--- config.mk ---
export PLATFORM = sky130hd
export DESIGN_NAME = rpm_core
export DESIGN_NICKNAME = d
export VERILOG_FILES = /design/src/hw/rpm_pkg.sv /design/src/hw/rpm_core.sv
export SDC_FILE = /design/constraint.sdc
export NUM_CORES = 1
export LEC_CHECK = 0
export ABC_CLOCK_PERIOD_IN_PS = 2980
export BUFFER_PORTS_ARGS = -buffer_cell sky130_fd_sc_hd__buf_2
export CORE_ASPECT_RATIO = 1.1
export CORE_MARGIN = 2
export CORE_UTILIZATION = 25
export CTS_CLUSTER_DIAMETER = 100
export DETAILED_ROUTE_END_ITERATION = 16
export PLACE_DENSITY = 0.53
export SYNTH_ARGS = -nofsm -noshare
export SYNTH_HDL_FRONTEND = slang
export SYNTH_SLANG_ARGS = --single-unit
--- constraint.sdc ---
create_clock -name i_clk -period 2.98 [get_ports i_clk]
set_clock_uncertainty 0.05 [all_clocks]
set_input_delay 0.298 -clock i_clk [delete_from_list [all_inputs] [get_ports i_clk]]
set_output_delay 0.298 -clock i_clk [all_outputs]
set_load 0.01 [all_outputs]
--- src/hw/rpm_pkg.sv ---
// constants, states and carrier types of the reader power-mode and receiver-config block
package rpm_pkg;
    // register indices; the byte address is four times the index
    localparam logic [7:0] RPM_IDX_CHIP   = 8'h00;
    localparam logic [7:0] RPM_IDX_PROTO  = 8'h01;
    localparam logic [7:0] RPM_IDX_RXTUNE = 8'h0a;
    localparam logic [7:0] RPM_IDX_STATUS = 8'h10;
    // reset values
    localparam logic [7:0] RPM_CHIP_RST   = 8'h01;
    localparam logic [7:0] RPM_PROTO_RST  = 8'h00;
    localparam logic [7:0] RPM_RXTUNE_RST = 8'h00;
    // chip status control fields
    localparam int RPM_CS_STBY = 7;
    localparam int RPM_CS_TX   = 5;
    localparam int RPM_CS_HALF = 4;
    localparam int RPM_CS_SWAP = 3;
    localparam int RPM_CS_RX   = 1;
    localparam int RPM_CS_5V   = 0;
    // receiver tuning fields
    localparam int RPM_RT_B7   = 7;
    localparam int RPM_RT_B6   = 6;
    localparam int RPM_RT_B5   = 5;
    localparam int RPM_RT_B4   = 4;
    localparam int RPM_RT_WIN  = 2;
    // receiver tuning presets per protocol group (protocol bits 3:2)
    localparam logic [7:0] RPM_PRE_G0 = 8'h40;
    localparam logic [7:0] RPM_PRE_G1 = 8'h20;
    localparam logic [7:0] RPM_PRE_G2 = 8'h80;
    localparam logic [7:0] RPM_PRE_G3 = 8'h00;
    // wake hold window
    localparam int RPM_CLK_MHZ       = 200;
    localparam int RPM_WAKE_HOLD_US  = 100;
    localparam int RPM_WAKE_HOLD_CYC = RPM_WAKE_HOLD_US * RPM_CLK_MHZ;

    typedef enum logic [4:0] {
        RPM_ST_OFF   = 5'b00001,
        RPM_ST_SLEEP = 5'b00010,
        RPM_ST_START = 5'b00100,
        RPM_ST_HOLD  = 5'b01000,
        RPM_ST_ACT   = 5'b10000
    } rpm_state_t;

    typedef enum logic [4:0] {
        RPM_BPF_DEF = 5'b00001,
        RPM_BPF_110 = 5'b00010,
        RPM_BPF_200 = 5'b00100,
        RPM_BPF_450 = 5'b01000,
        RPM_BPF_100 = 5'b10000
    } rpm_bpf_t;

    typedef struct packed {
        logic reg_en;
        logic osc_en;
        logic xtal_clk;
        logic aux_clk;
        logic vdd_x;
        logic tx_en;
        logic rx_en;
        logic half_pwr;
        logic sup_5v;
    } rpm_pwr_t;

    typedef struct packed {
        logic       main_from_rf_input_two;
        logic       digitizer_en;
        logic       aux_rssi_en;
        rpm_bpf_t   bpf;
        logic       gain_cut_7db;
        logic [1:0] win_red;
    } rpm_rx_t;
endpackage

--- src/hw/rpm_core.sv ---
// power-state sequencer and receiver configuration with apb registers
`timescale 1ns/100ps
`default_nettype none
module rpm_core #(
    parameter int unsigned P_WAKE_HOLD_CYC = rpm_pkg::RPM_WAKE_HOLD_CYC
) (
    input  wire logic           i_clk,                  // 200 mhz clock
    input  wire logic           i_rst_n,                // async reset, low
    input  wire logic           i_psel,                 // apb select
    input  wire logic           i_penable,              // apb enable
    input  wire logic           i_pwrite,               // apb direction
    input  wire logic [11:0]    i_paddr,                // apb byte address
    input  wire logic [31:0]    i_pwdata,               // apb write data
    output logic      [31:0]    o_prdata,               // apb read data
    output logic                o_pready,               // apb ready
    output logic                o_pslverr,              // apb error
    input  wire logic           i_main_enable,          // main enable pin
    input  wire logic           i_secondary_wake_input, // wake pin
    input  wire logic           i_supply_settled,       // regulators settled
    input  wire logic           i_osc_stable,           // oscillator stable
    output rpm_pkg::rpm_pwr_t   o_pwr,                  // power controls
    output rpm_pkg::rpm_rx_t    o_rx,                   // receiver controls
    output logic                o_ready                 // ready to communicate
);
    import rpm_pkg::*;

    // index match for a byte address
    function automatic logic f_hit(input logic [11:0] a, input logic [7:0] idx);
        f_hit = (a[11:10] == 2'h0) && (a[9:2] == idx) && (a[1:0] == 2'h0);
    endfunction

    // tuning preset for a protocol selection
    function automatic logic [7:0] f_preset(input logic [7:0] p);
        logic [7:0] v;
        v = RPM_PRE_G3;
        case (p[3:2])
            2'h0:    v = RPM_PRE_G0;
            2'h1:    v = RPM_PRE_G1;
            2'h2:    v = RPM_PRE_G2;
            default: v = RPM_PRE_G3;
        endcase
        return v;
    endfunction

    // pin synchronisers: three stages, filtered level when stages two and three agree
    logic [3:0] s1_q;
    logic [3:0] s2_q;
    logic [3:0] s3_q;
    logic [3:0] f_q;
    logic       wake_prev_q;
    wire  [3:0] pins = {i_osc_stable, i_supply_settled, i_secondary_wake_input, i_main_enable};

    always_ff @(posedge i_clk or negedge i_rst_n) begin
        if (!i_rst_n) begin
            s1_q        <= 4'h0;
            s2_q        <= 4'h0;
            s3_q        <= 4'h0;
            f_q         <= 4'h0;
            wake_prev_q <= 1'b0;
        end else begin
            s1_q        <= pins;
            s2_q        <= s1_q;
            s3_q        <= s2_q;
            f_q         <= (s2_q & s3_q) | (f_q & (s2_q | s3_q));
            wake_prev_q <= f_q[1];
        end
    end

    // filtered pin levels and wake edge
    wire en_f      = f_q[0];
    wire wake_f    = f_q[1];
    wire settled_f = f_q[2];
    wire osc_f     = f_q[3];
    wire wake_rise = wake_f & ~wake_prev_q;

    // registers
    logic [7:0] chip_q;
    logic [7:0] proto_q;
    logic [7:0] rxtune_q;
    logic       pready_q;
    logic       pslverr_q;
    logic [31:0] prdata_q;

    // apb decode
    wire access    = i_psel & i_penable;
    wire commit    = access & pready_q;
    wire wr_commit = commit & i_pwrite & ~pslverr_q;
    wire hit_chip  = f_hit(i_paddr, RPM_IDX_CHIP);
    wire hit_proto = f_hit(i_paddr, RPM_IDX_PROTO);
    wire hit_tune  = f_hit(i_paddr, RPM_IDX_RXTUNE);
    wire hit_stat  = f_hit(i_paddr, RPM_IDX_STATUS);
    wire mapped    = hit_chip | hit_proto | hit_tune | (hit_stat & ~i_pwrite);

    // state machine
    rpm_state_t st_q;
    rpm_state_t st_d;
    logic       by_wake_q;
    logic       by_wake_d;
    logic [15:0] hold_cnt_q;
    wire hold_done = hold_cnt_q == 16'(P_WAKE_HOLD_CYC - 1);
    wire up_ok     = settled_f & osc_f;
    wire idle_st   = (st_q == RPM_ST_OFF) | (st_q == RPM_ST_SLEEP);

    // read mux
    wire [7:0] stat_v = {st_q, en_f, settled_f, osc_f};
    wire [7:0] rd_v   = hit_chip  ? chip_q   :
                        hit_proto ? proto_q  :
                        hit_tune  ? rxtune_q :
                        hit_stat  ? stat_v   : 8'h00;

    // apb slave: one wait state, data and error captured on the same edge that raises ready
    always_ff @(posedge i_clk or negedge i_rst_n) begin
        if (!i_rst_n) begin
            pready_q  <= 1'b0;
            pslverr_q <= 1'b0;
            prdata_q  <= 32'h0000_0000;
        end else begin
            pready_q  <= access & ~pready_q;
            pslverr_q <= access & ~pready_q & ~mapped;
            if (access & ~pready_q) begin
                prdata_q <= (mapped & ~i_pwrite) ? {24'h000000, rd_v} : 32'h0000_0000;
            end
        end
    end

    // register writes; protocol write reloads the tuning preset
    always_ff @(posedge i_clk or negedge i_rst_n) begin
        if (!i_rst_n) begin
            chip_q   <= RPM_CHIP_RST;
            proto_q  <= RPM_PROTO_RST;
            rxtune_q <= RPM_RXTUNE_RST;
        end else if (wr_commit) begin
            if (hit_chip) begin
                chip_q <= i_pwdata[7:0];
            end
            if (hit_proto) begin
                proto_q  <= i_pwdata[7:0];
                rxtune_q <= f_preset(i_pwdata[7:0]);
            end
            if (hit_tune) begin
                rxtune_q <= i_pwdata[7:0];
            end
        end
    end

    // next state of the power sequencer
    always_comb begin
        st_d      = st_q;
        by_wake_d = by_wake_q;
        case (st_q)
            RPM_ST_OFF: begin
                if (en_f) begin
                    st_d      = RPM_ST_START;
                    by_wake_d = 1'b0;
                end else if (wake_rise) begin
                    st_d      = RPM_ST_START;
                    by_wake_d = 1'b1;
                end
            end
            RPM_ST_SLEEP: begin
                if (en_f) begin
                    st_d      = RPM_ST_START;
                    by_wake_d = 1'b0;
                end else if (!wake_f) begin
                    st_d = RPM_ST_OFF;
                end
            end
            RPM_ST_START: begin
                if (en_f) begin
                    by_wake_d = 1'b0;
                end
                if (!en_f && !by_wake_q) begin
                    st_d = wake_f ? RPM_ST_SLEEP : RPM_ST_OFF;
                end else if (up_ok) begin
                    st_d = en_f ? RPM_ST_ACT : RPM_ST_HOLD;
                end
            end
            RPM_ST_HOLD: begin
                if (en_f) begin
                    st_d      = RPM_ST_ACT;
                    by_wake_d = 1'b0;
                end else if (hold_done) begin
                    st_d = wake_f ? RPM_ST_SLEEP : RPM_ST_OFF;
                end
            end
            RPM_ST_ACT: begin
                if (!en_f) begin
                    st_d = wake_f ? RPM_ST_SLEEP : RPM_ST_OFF;
                end
            end
            default: begin
                st_d      = RPM_ST_OFF;
                by_wake_d = 1'b0;
            end
        endcase
    end

    // sequencer state and wake hold counter
    always_ff @(posedge i_clk or negedge i_rst_n) begin
        if (!i_rst_n) begin
            st_q       <= RPM_ST_OFF;
            by_wake_q  <= 1'b0;
            hold_cnt_q <= 16'h0000;
        end else begin
            st_q       <= st_d;
            by_wake_q  <= by_wake_d;
            hold_cnt_q <= (st_q == RPM_ST_HOLD) ? hold_cnt_q + 16'h0001 : 16'h0000;
        end
    end

    // power controls from state and chip status
    wire act     = st_q == RPM_ST_ACT;
    wire stby    = chip_q[RPM_CS_STBY];
    wire tx_on   = act & ~stby & chip_q[RPM_CS_TX];
    wire rx_on   = act & ~stby & (chip_q[RPM_CS_TX] | chip_q[RPM_CS_RX]);
    rpm_pwr_t pwr_d;
    assign pwr_d.reg_en   = ~idle_st;
    assign pwr_d.osc_en   = ~idle_st;
    assign pwr_d.xtal_clk = (st_q == RPM_ST_HOLD) | act;
    assign pwr_d.aux_clk  = (st_q == RPM_ST_SLEEP) | (st_q == RPM_ST_START);
    assign pwr_d.vdd_x    = st_q != RPM_ST_OFF;
    assign pwr_d.tx_en    = tx_on;
    assign pwr_d.rx_en    = rx_on;
    assign pwr_d.half_pwr = tx_on & chip_q[RPM_CS_HALF];
    assign pwr_d.sup_5v   = chip_q[RPM_CS_5V];

    // receiver controls; tuning bits 1:0 are stored but drive nothing
    wire [3:0] bsel = rxtune_q[RPM_RT_B7:RPM_RT_B4];
    rpm_rx_t rx_d;
    assign rx_d.main_from_rf_input_two = chip_q[RPM_CS_SWAP];
    assign rx_d.digitizer_en = rx_on;
    assign rx_d.aux_rssi_en  = rx_on;
    assign rx_d.bpf = bsel[3] ? RPM_BPF_110 :
                      bsel[2] ? RPM_BPF_200 :
                      bsel[1] ? RPM_BPF_450 :
                      bsel[0] ? RPM_BPF_100 : RPM_BPF_DEF;
    assign rx_d.gain_cut_7db = ~bsel[3] & ~bsel[2] & ~bsel[1] & bsel[0];
    assign rx_d.win_red = rxtune_q[RPM_RT_WIN+1:RPM_RT_WIN];

    // output flops
    always_ff @(posedge i_clk or negedge i_rst_n) begin
        if (!i_rst_n) begin
            o_pwr   <= '0;
            o_rx    <= '{1'b0, 1'b0, 1'b0, RPM_BPF_DEF, 1'b0, 2'h0};
            o_ready <= 1'b0;
        end else begin
            o_pwr   <= pwr_d;
            o_rx    <= rx_d;
            o_ready <= pwr_d.xtal_clk;
        end
    end

    assign o_prdata  = prdata_q;
    assign o_pready  = pready_q;
    assign o_pslverr = pslverr_q;
endmodule
`default_nettype wire

==> impl_metrics.env <==
export IMPL_status="completed"
export IMPL_cts_sinks=90
export IMPL_drive_gt1_share_pct=25.7
export IMPL_synth_area_top_cells="dfrtp_1 (53%), buf_4 (5.1%), mux2_2 (3.8%), nand2_1 (2.8%), nor2_1 (2.5%)"
export IMPL_worstSetupStartpointType="flip-flop"
export IMPL_path_max_fanout=6
export IMPL_die_area_um2=17600
export IMPL_ys_seq_area_share_pct=54.7
export IMPL_grt_antenna_before_repair=0
export IMPL_routed_via_count=2927
export IMPL_routed_wl_um=9030
export IMPL_grt_pass1_vias=2865
export IMPL_ios=108
export IMPL_synth_area_leader_cell="dfrtp_1"
export IMPL_worstRegToRegCells=5
export IMPL_cts_inserted_buffers=9
export IMPL_finalCritPeriodShare_pct=74.1
export IMPL_start_util_pct=25.4
export IMPL_vias_per_cell=4.55
export IMPL_yosys_warnings=0
export IMPL_maxCapViolCount=0
export IMPL_worstSetupPathType="flip-flop to flip-flop"
export IMPL_fin_area_um2=4860
export IMPL_end_kind="flip-flop"
export IMPL_fill_cells=1701
export IMPL_grtUsageTotal_pct=10.5
export IMPL_drc_errors=0
export IMPL_place_gp_congestion=0.821
export IMPL_cts_root_buf="clkbuf_16"
export IMPL_nNetsFinal=488
export IMPL_crit_path_cell_trace="ha_1 -> nand4_1 -> o311ai_0 -> o211ai_1 -> a211oi_1"
export IMPL_ir_drop_mv=0.311
export IMPL_tightest_slew_ns=1.13
export IMPL_synth_distinct_cells=50
export IMPL_rows=49
export IMPL_max_slew_margin_pct=24.4
export IMPL_synthFlopType="dfrtp_1"
export IMPL_first_pass_iters=5
export IMPL_place_hpwl_um=6290
export IMPL_synth_top_cell_area_share_pct=52.8
export IMPL_layout_commonest_cell="dfrtp_1"
export IMPL_ys_ff_latch=90
export IMPL_r2r_start="hold_cnt_q[0]$_DFF_PN0_"
export IMPL_htree_num_levels=3
export IMPL_synth_edf_count=0
export IMPL_placed_cell_area_um2=4530
export IMPL_whs_endpoint="s1_q[2]$_DFF_PN0_"
export IMPL_cp_top_family="compound AO/OA/AOI/OAI gates"
export IMPL_min_delay_start="i_supply_settled"
export IMPL_leakagePower_uw=0.00225
export IMPL_finalMaxSlewViolations=0
export IMPL_reg2reg_slack_ns=0.77
export IMPL_most_common_layout_cells="dfrtp_1 (87), buf_2 (58), nand2_1 (31)"
export IMPL_synthArstFlopShare_pct=100
export IMPL_fmax_ghz=0.453
export IMPL_finalNonFillerCells=643
export IMPL_cts_buffer_depth=2
export IMPL_avgRoutedWirePerCell_um=14.0
export IMPL_io_buffers=59
export IMPL_grt_start_max_net_pins=91
export IMPL_crit_required_ns=3.19
export IMPL_postRouteAntennaNets=0
export IMPL_die_h_um=139
export IMPL_rsz0062_at_grt="false"
export IMPL_syn_area_um2=4130
export IMPL_reg2reg_to="st_q[4]$_DFFE_PN0P_"
export IMPL_hold_viol=0
export IMPL_min_period_ns=2.21
export IMPL_syn_area_per_cell_um2=11.1
export IMPL_synth_cells=373
export IMPL_worstHoldPathCells=1
export IMPL_powerDensity_nw_per_um2=588
export IMPL_slowest_stage="o311ai_0"
export IMPL_max_stage_delay_ns=0.65
export IMPL_dp_cells=624
export IMPL_grt_pass1_wl_um=14800
export IMPL_arrival_ns=2.42
export IMPL_setup_violations_final=0
export IMPL_syn2layout_area_growth_pct=17.9
export IMPL_tns_ns=0
export IMPL_fp_dieW_um=126
export IMPL_worstPathBufferInverterCount=0
export IMPL_cts_tree="yes"
export IMPL_antenna_cells=0
export IMPL_drtIter0Drc=221
export IMPL_coreArea_um2=16200
export IMPL_hp_class="input pin to flip-flop"
export IMPL_insertion_delay_ns=0.35
export IMPL_path_clk_slew_ns=0.07
export IMPL_overflow=0
-- synth_stat cells (2+ instances only) --
cell / instances
o31ai_1: 9
dfrtp_1: 87
nor4_4: 2
mux2_4: 5
xor2_1: 5
mux2_2: 14
a22oi_1: 9
nand2b_1: 4
nor2b_1: 10
or4_4: 2
nor4b_1: 4
and2_1: 2
dfstp_2: 3
and3_1: 4
o21ai_0: 13
clkbuf_1: 8
nor4_1: 8
nand2_1: 31
inv_1: 12
nor3_1: 4
a31o_2: 2
o21a_1: 3
nand3_1: 20
a211oi_1: 10
nor2_1: 27
maj3_1: 4
a21oi_1: 6
nand4_1: 4
xnor2_1: 8
o21bai_1: 2
and4_1: 2
buf_4: 28
and4b_1: 2
or2_2: 3
-- metrics by stage --
| stage | utilization, % | power [µW] | hold WS, ns | worst slack, ns |
|---|---|---|---|---|
| 3_3_place_gp | 27.9 | 1730 | 0.286 | 0.627 |
| 6_report | 29.9 | 2860 | 0.0149 | 0.772 |
| 4_1_cts | 29.9 | 2900 | 0.00182 | 0.752 |
| 5_1_grt | 29.9 | 3010 | 0.00445 | 0.580 |
| 2_1_floorplan | - | 1620 | -0.0476 | 0.971 |
| 3_5_place_dp | 27.9 | 1730 | 0.286 | 0.603 |
-- cells by family (layout without fill, tap and decap cells) --
logic type               count (synthesis)  after routing  share of synthesized area [%]
other                                    1             24                         0.0909
AND/OR/NAND/NOR                        137            137                           18.8
flip-flops                              90             90                           54.7
AO/OA/AOI/OAI                           58             58                           9.49
buffers and inverters                   50             93                           7.31
XOR/XNOR                                13             13                           2.76
adder cells (fa/ha/maj)                  5              5                           1.27
multiplexers                            19             19                           5.64
-- power breakdown --
part,internal [µW],switching (µW),total (µW),leakage [µW]
sequential,1290,50.8,1340,0.00120
combinational,139,234,373,0.000907
clock,659,490,1150,0.000144
total,2090,775,2860,0.00225
-- per-layer routing --
metal | up-vias | wire length [µm] | part of all wire [%] | track usage [%]
li1 | 1388 | - | - | -
met1 | 1434 | 3940 | 44 | 13.5
met2 | 97 | 4380 | 49 | 16.7
met3 | 8 | 590 | 6.5 | 3.59
met4 | 0 | 115 | 1.3 | 3.30
met5 | - | 0 | 0 | 0
-- worst max path at each step --
stage,from,end,depth (start not counted)
after floorplan,i_paddr[10],chip_q[1]$_DFFE_PN0P_,5
after global placement,i_paddr[6],chip_q[3]$_DFFE_PN0P_,6
after detailed placement,i_paddr[6],chip_q[1]$_DFFE_PN0P_,6
after CTS,hold_cnt_q[0]$_DFF_PN0_,st_q[4]$_DFFE_PN0P_,5
after global routing,hold_cnt_q[0]$_DFF_PN0_,st_q[4]$_DFFE_PN0P_,5
final,hold_cnt_q[0]$_DFF_PN0_,st_q[4]$_DFFE_PN0P_,5
-- sequential cells by signal, indices dropped and copies added, names as in the netlist, 4 cells and up --
name / cells
o_pwr: 6
st_q: 5
hold_cnt_q: 16
rxtune_q: 8
s1_q: 4
s3_q: 4
s2_q: 4
o_rx: 10
proto_q: 8
f_q: 4
chip_q: 8
o_prdata: 8
-- area by class of cell --
cell class,instances,area [µm²],area share [%]
clock inverter,6,72.6,1.49
inverter,12,45.0,0.926
multi-input combinational,256,1660,34.0
sequential,90,2260,46.4
tap,204,255,5.25
clock buffer,10,229,4.71
timing repair buffer,65,350,7.20
-- repair_timing --
item | CTS | global route
setup endpoints to repair | 0 | 0
endpoints found under the hold margin | 3 | 0
hold buffers | 3 | 0
resized for setup | 0 | 0
setup buffers | 0 | 0
Note: power is estimated with default switching activity, not from simulation.
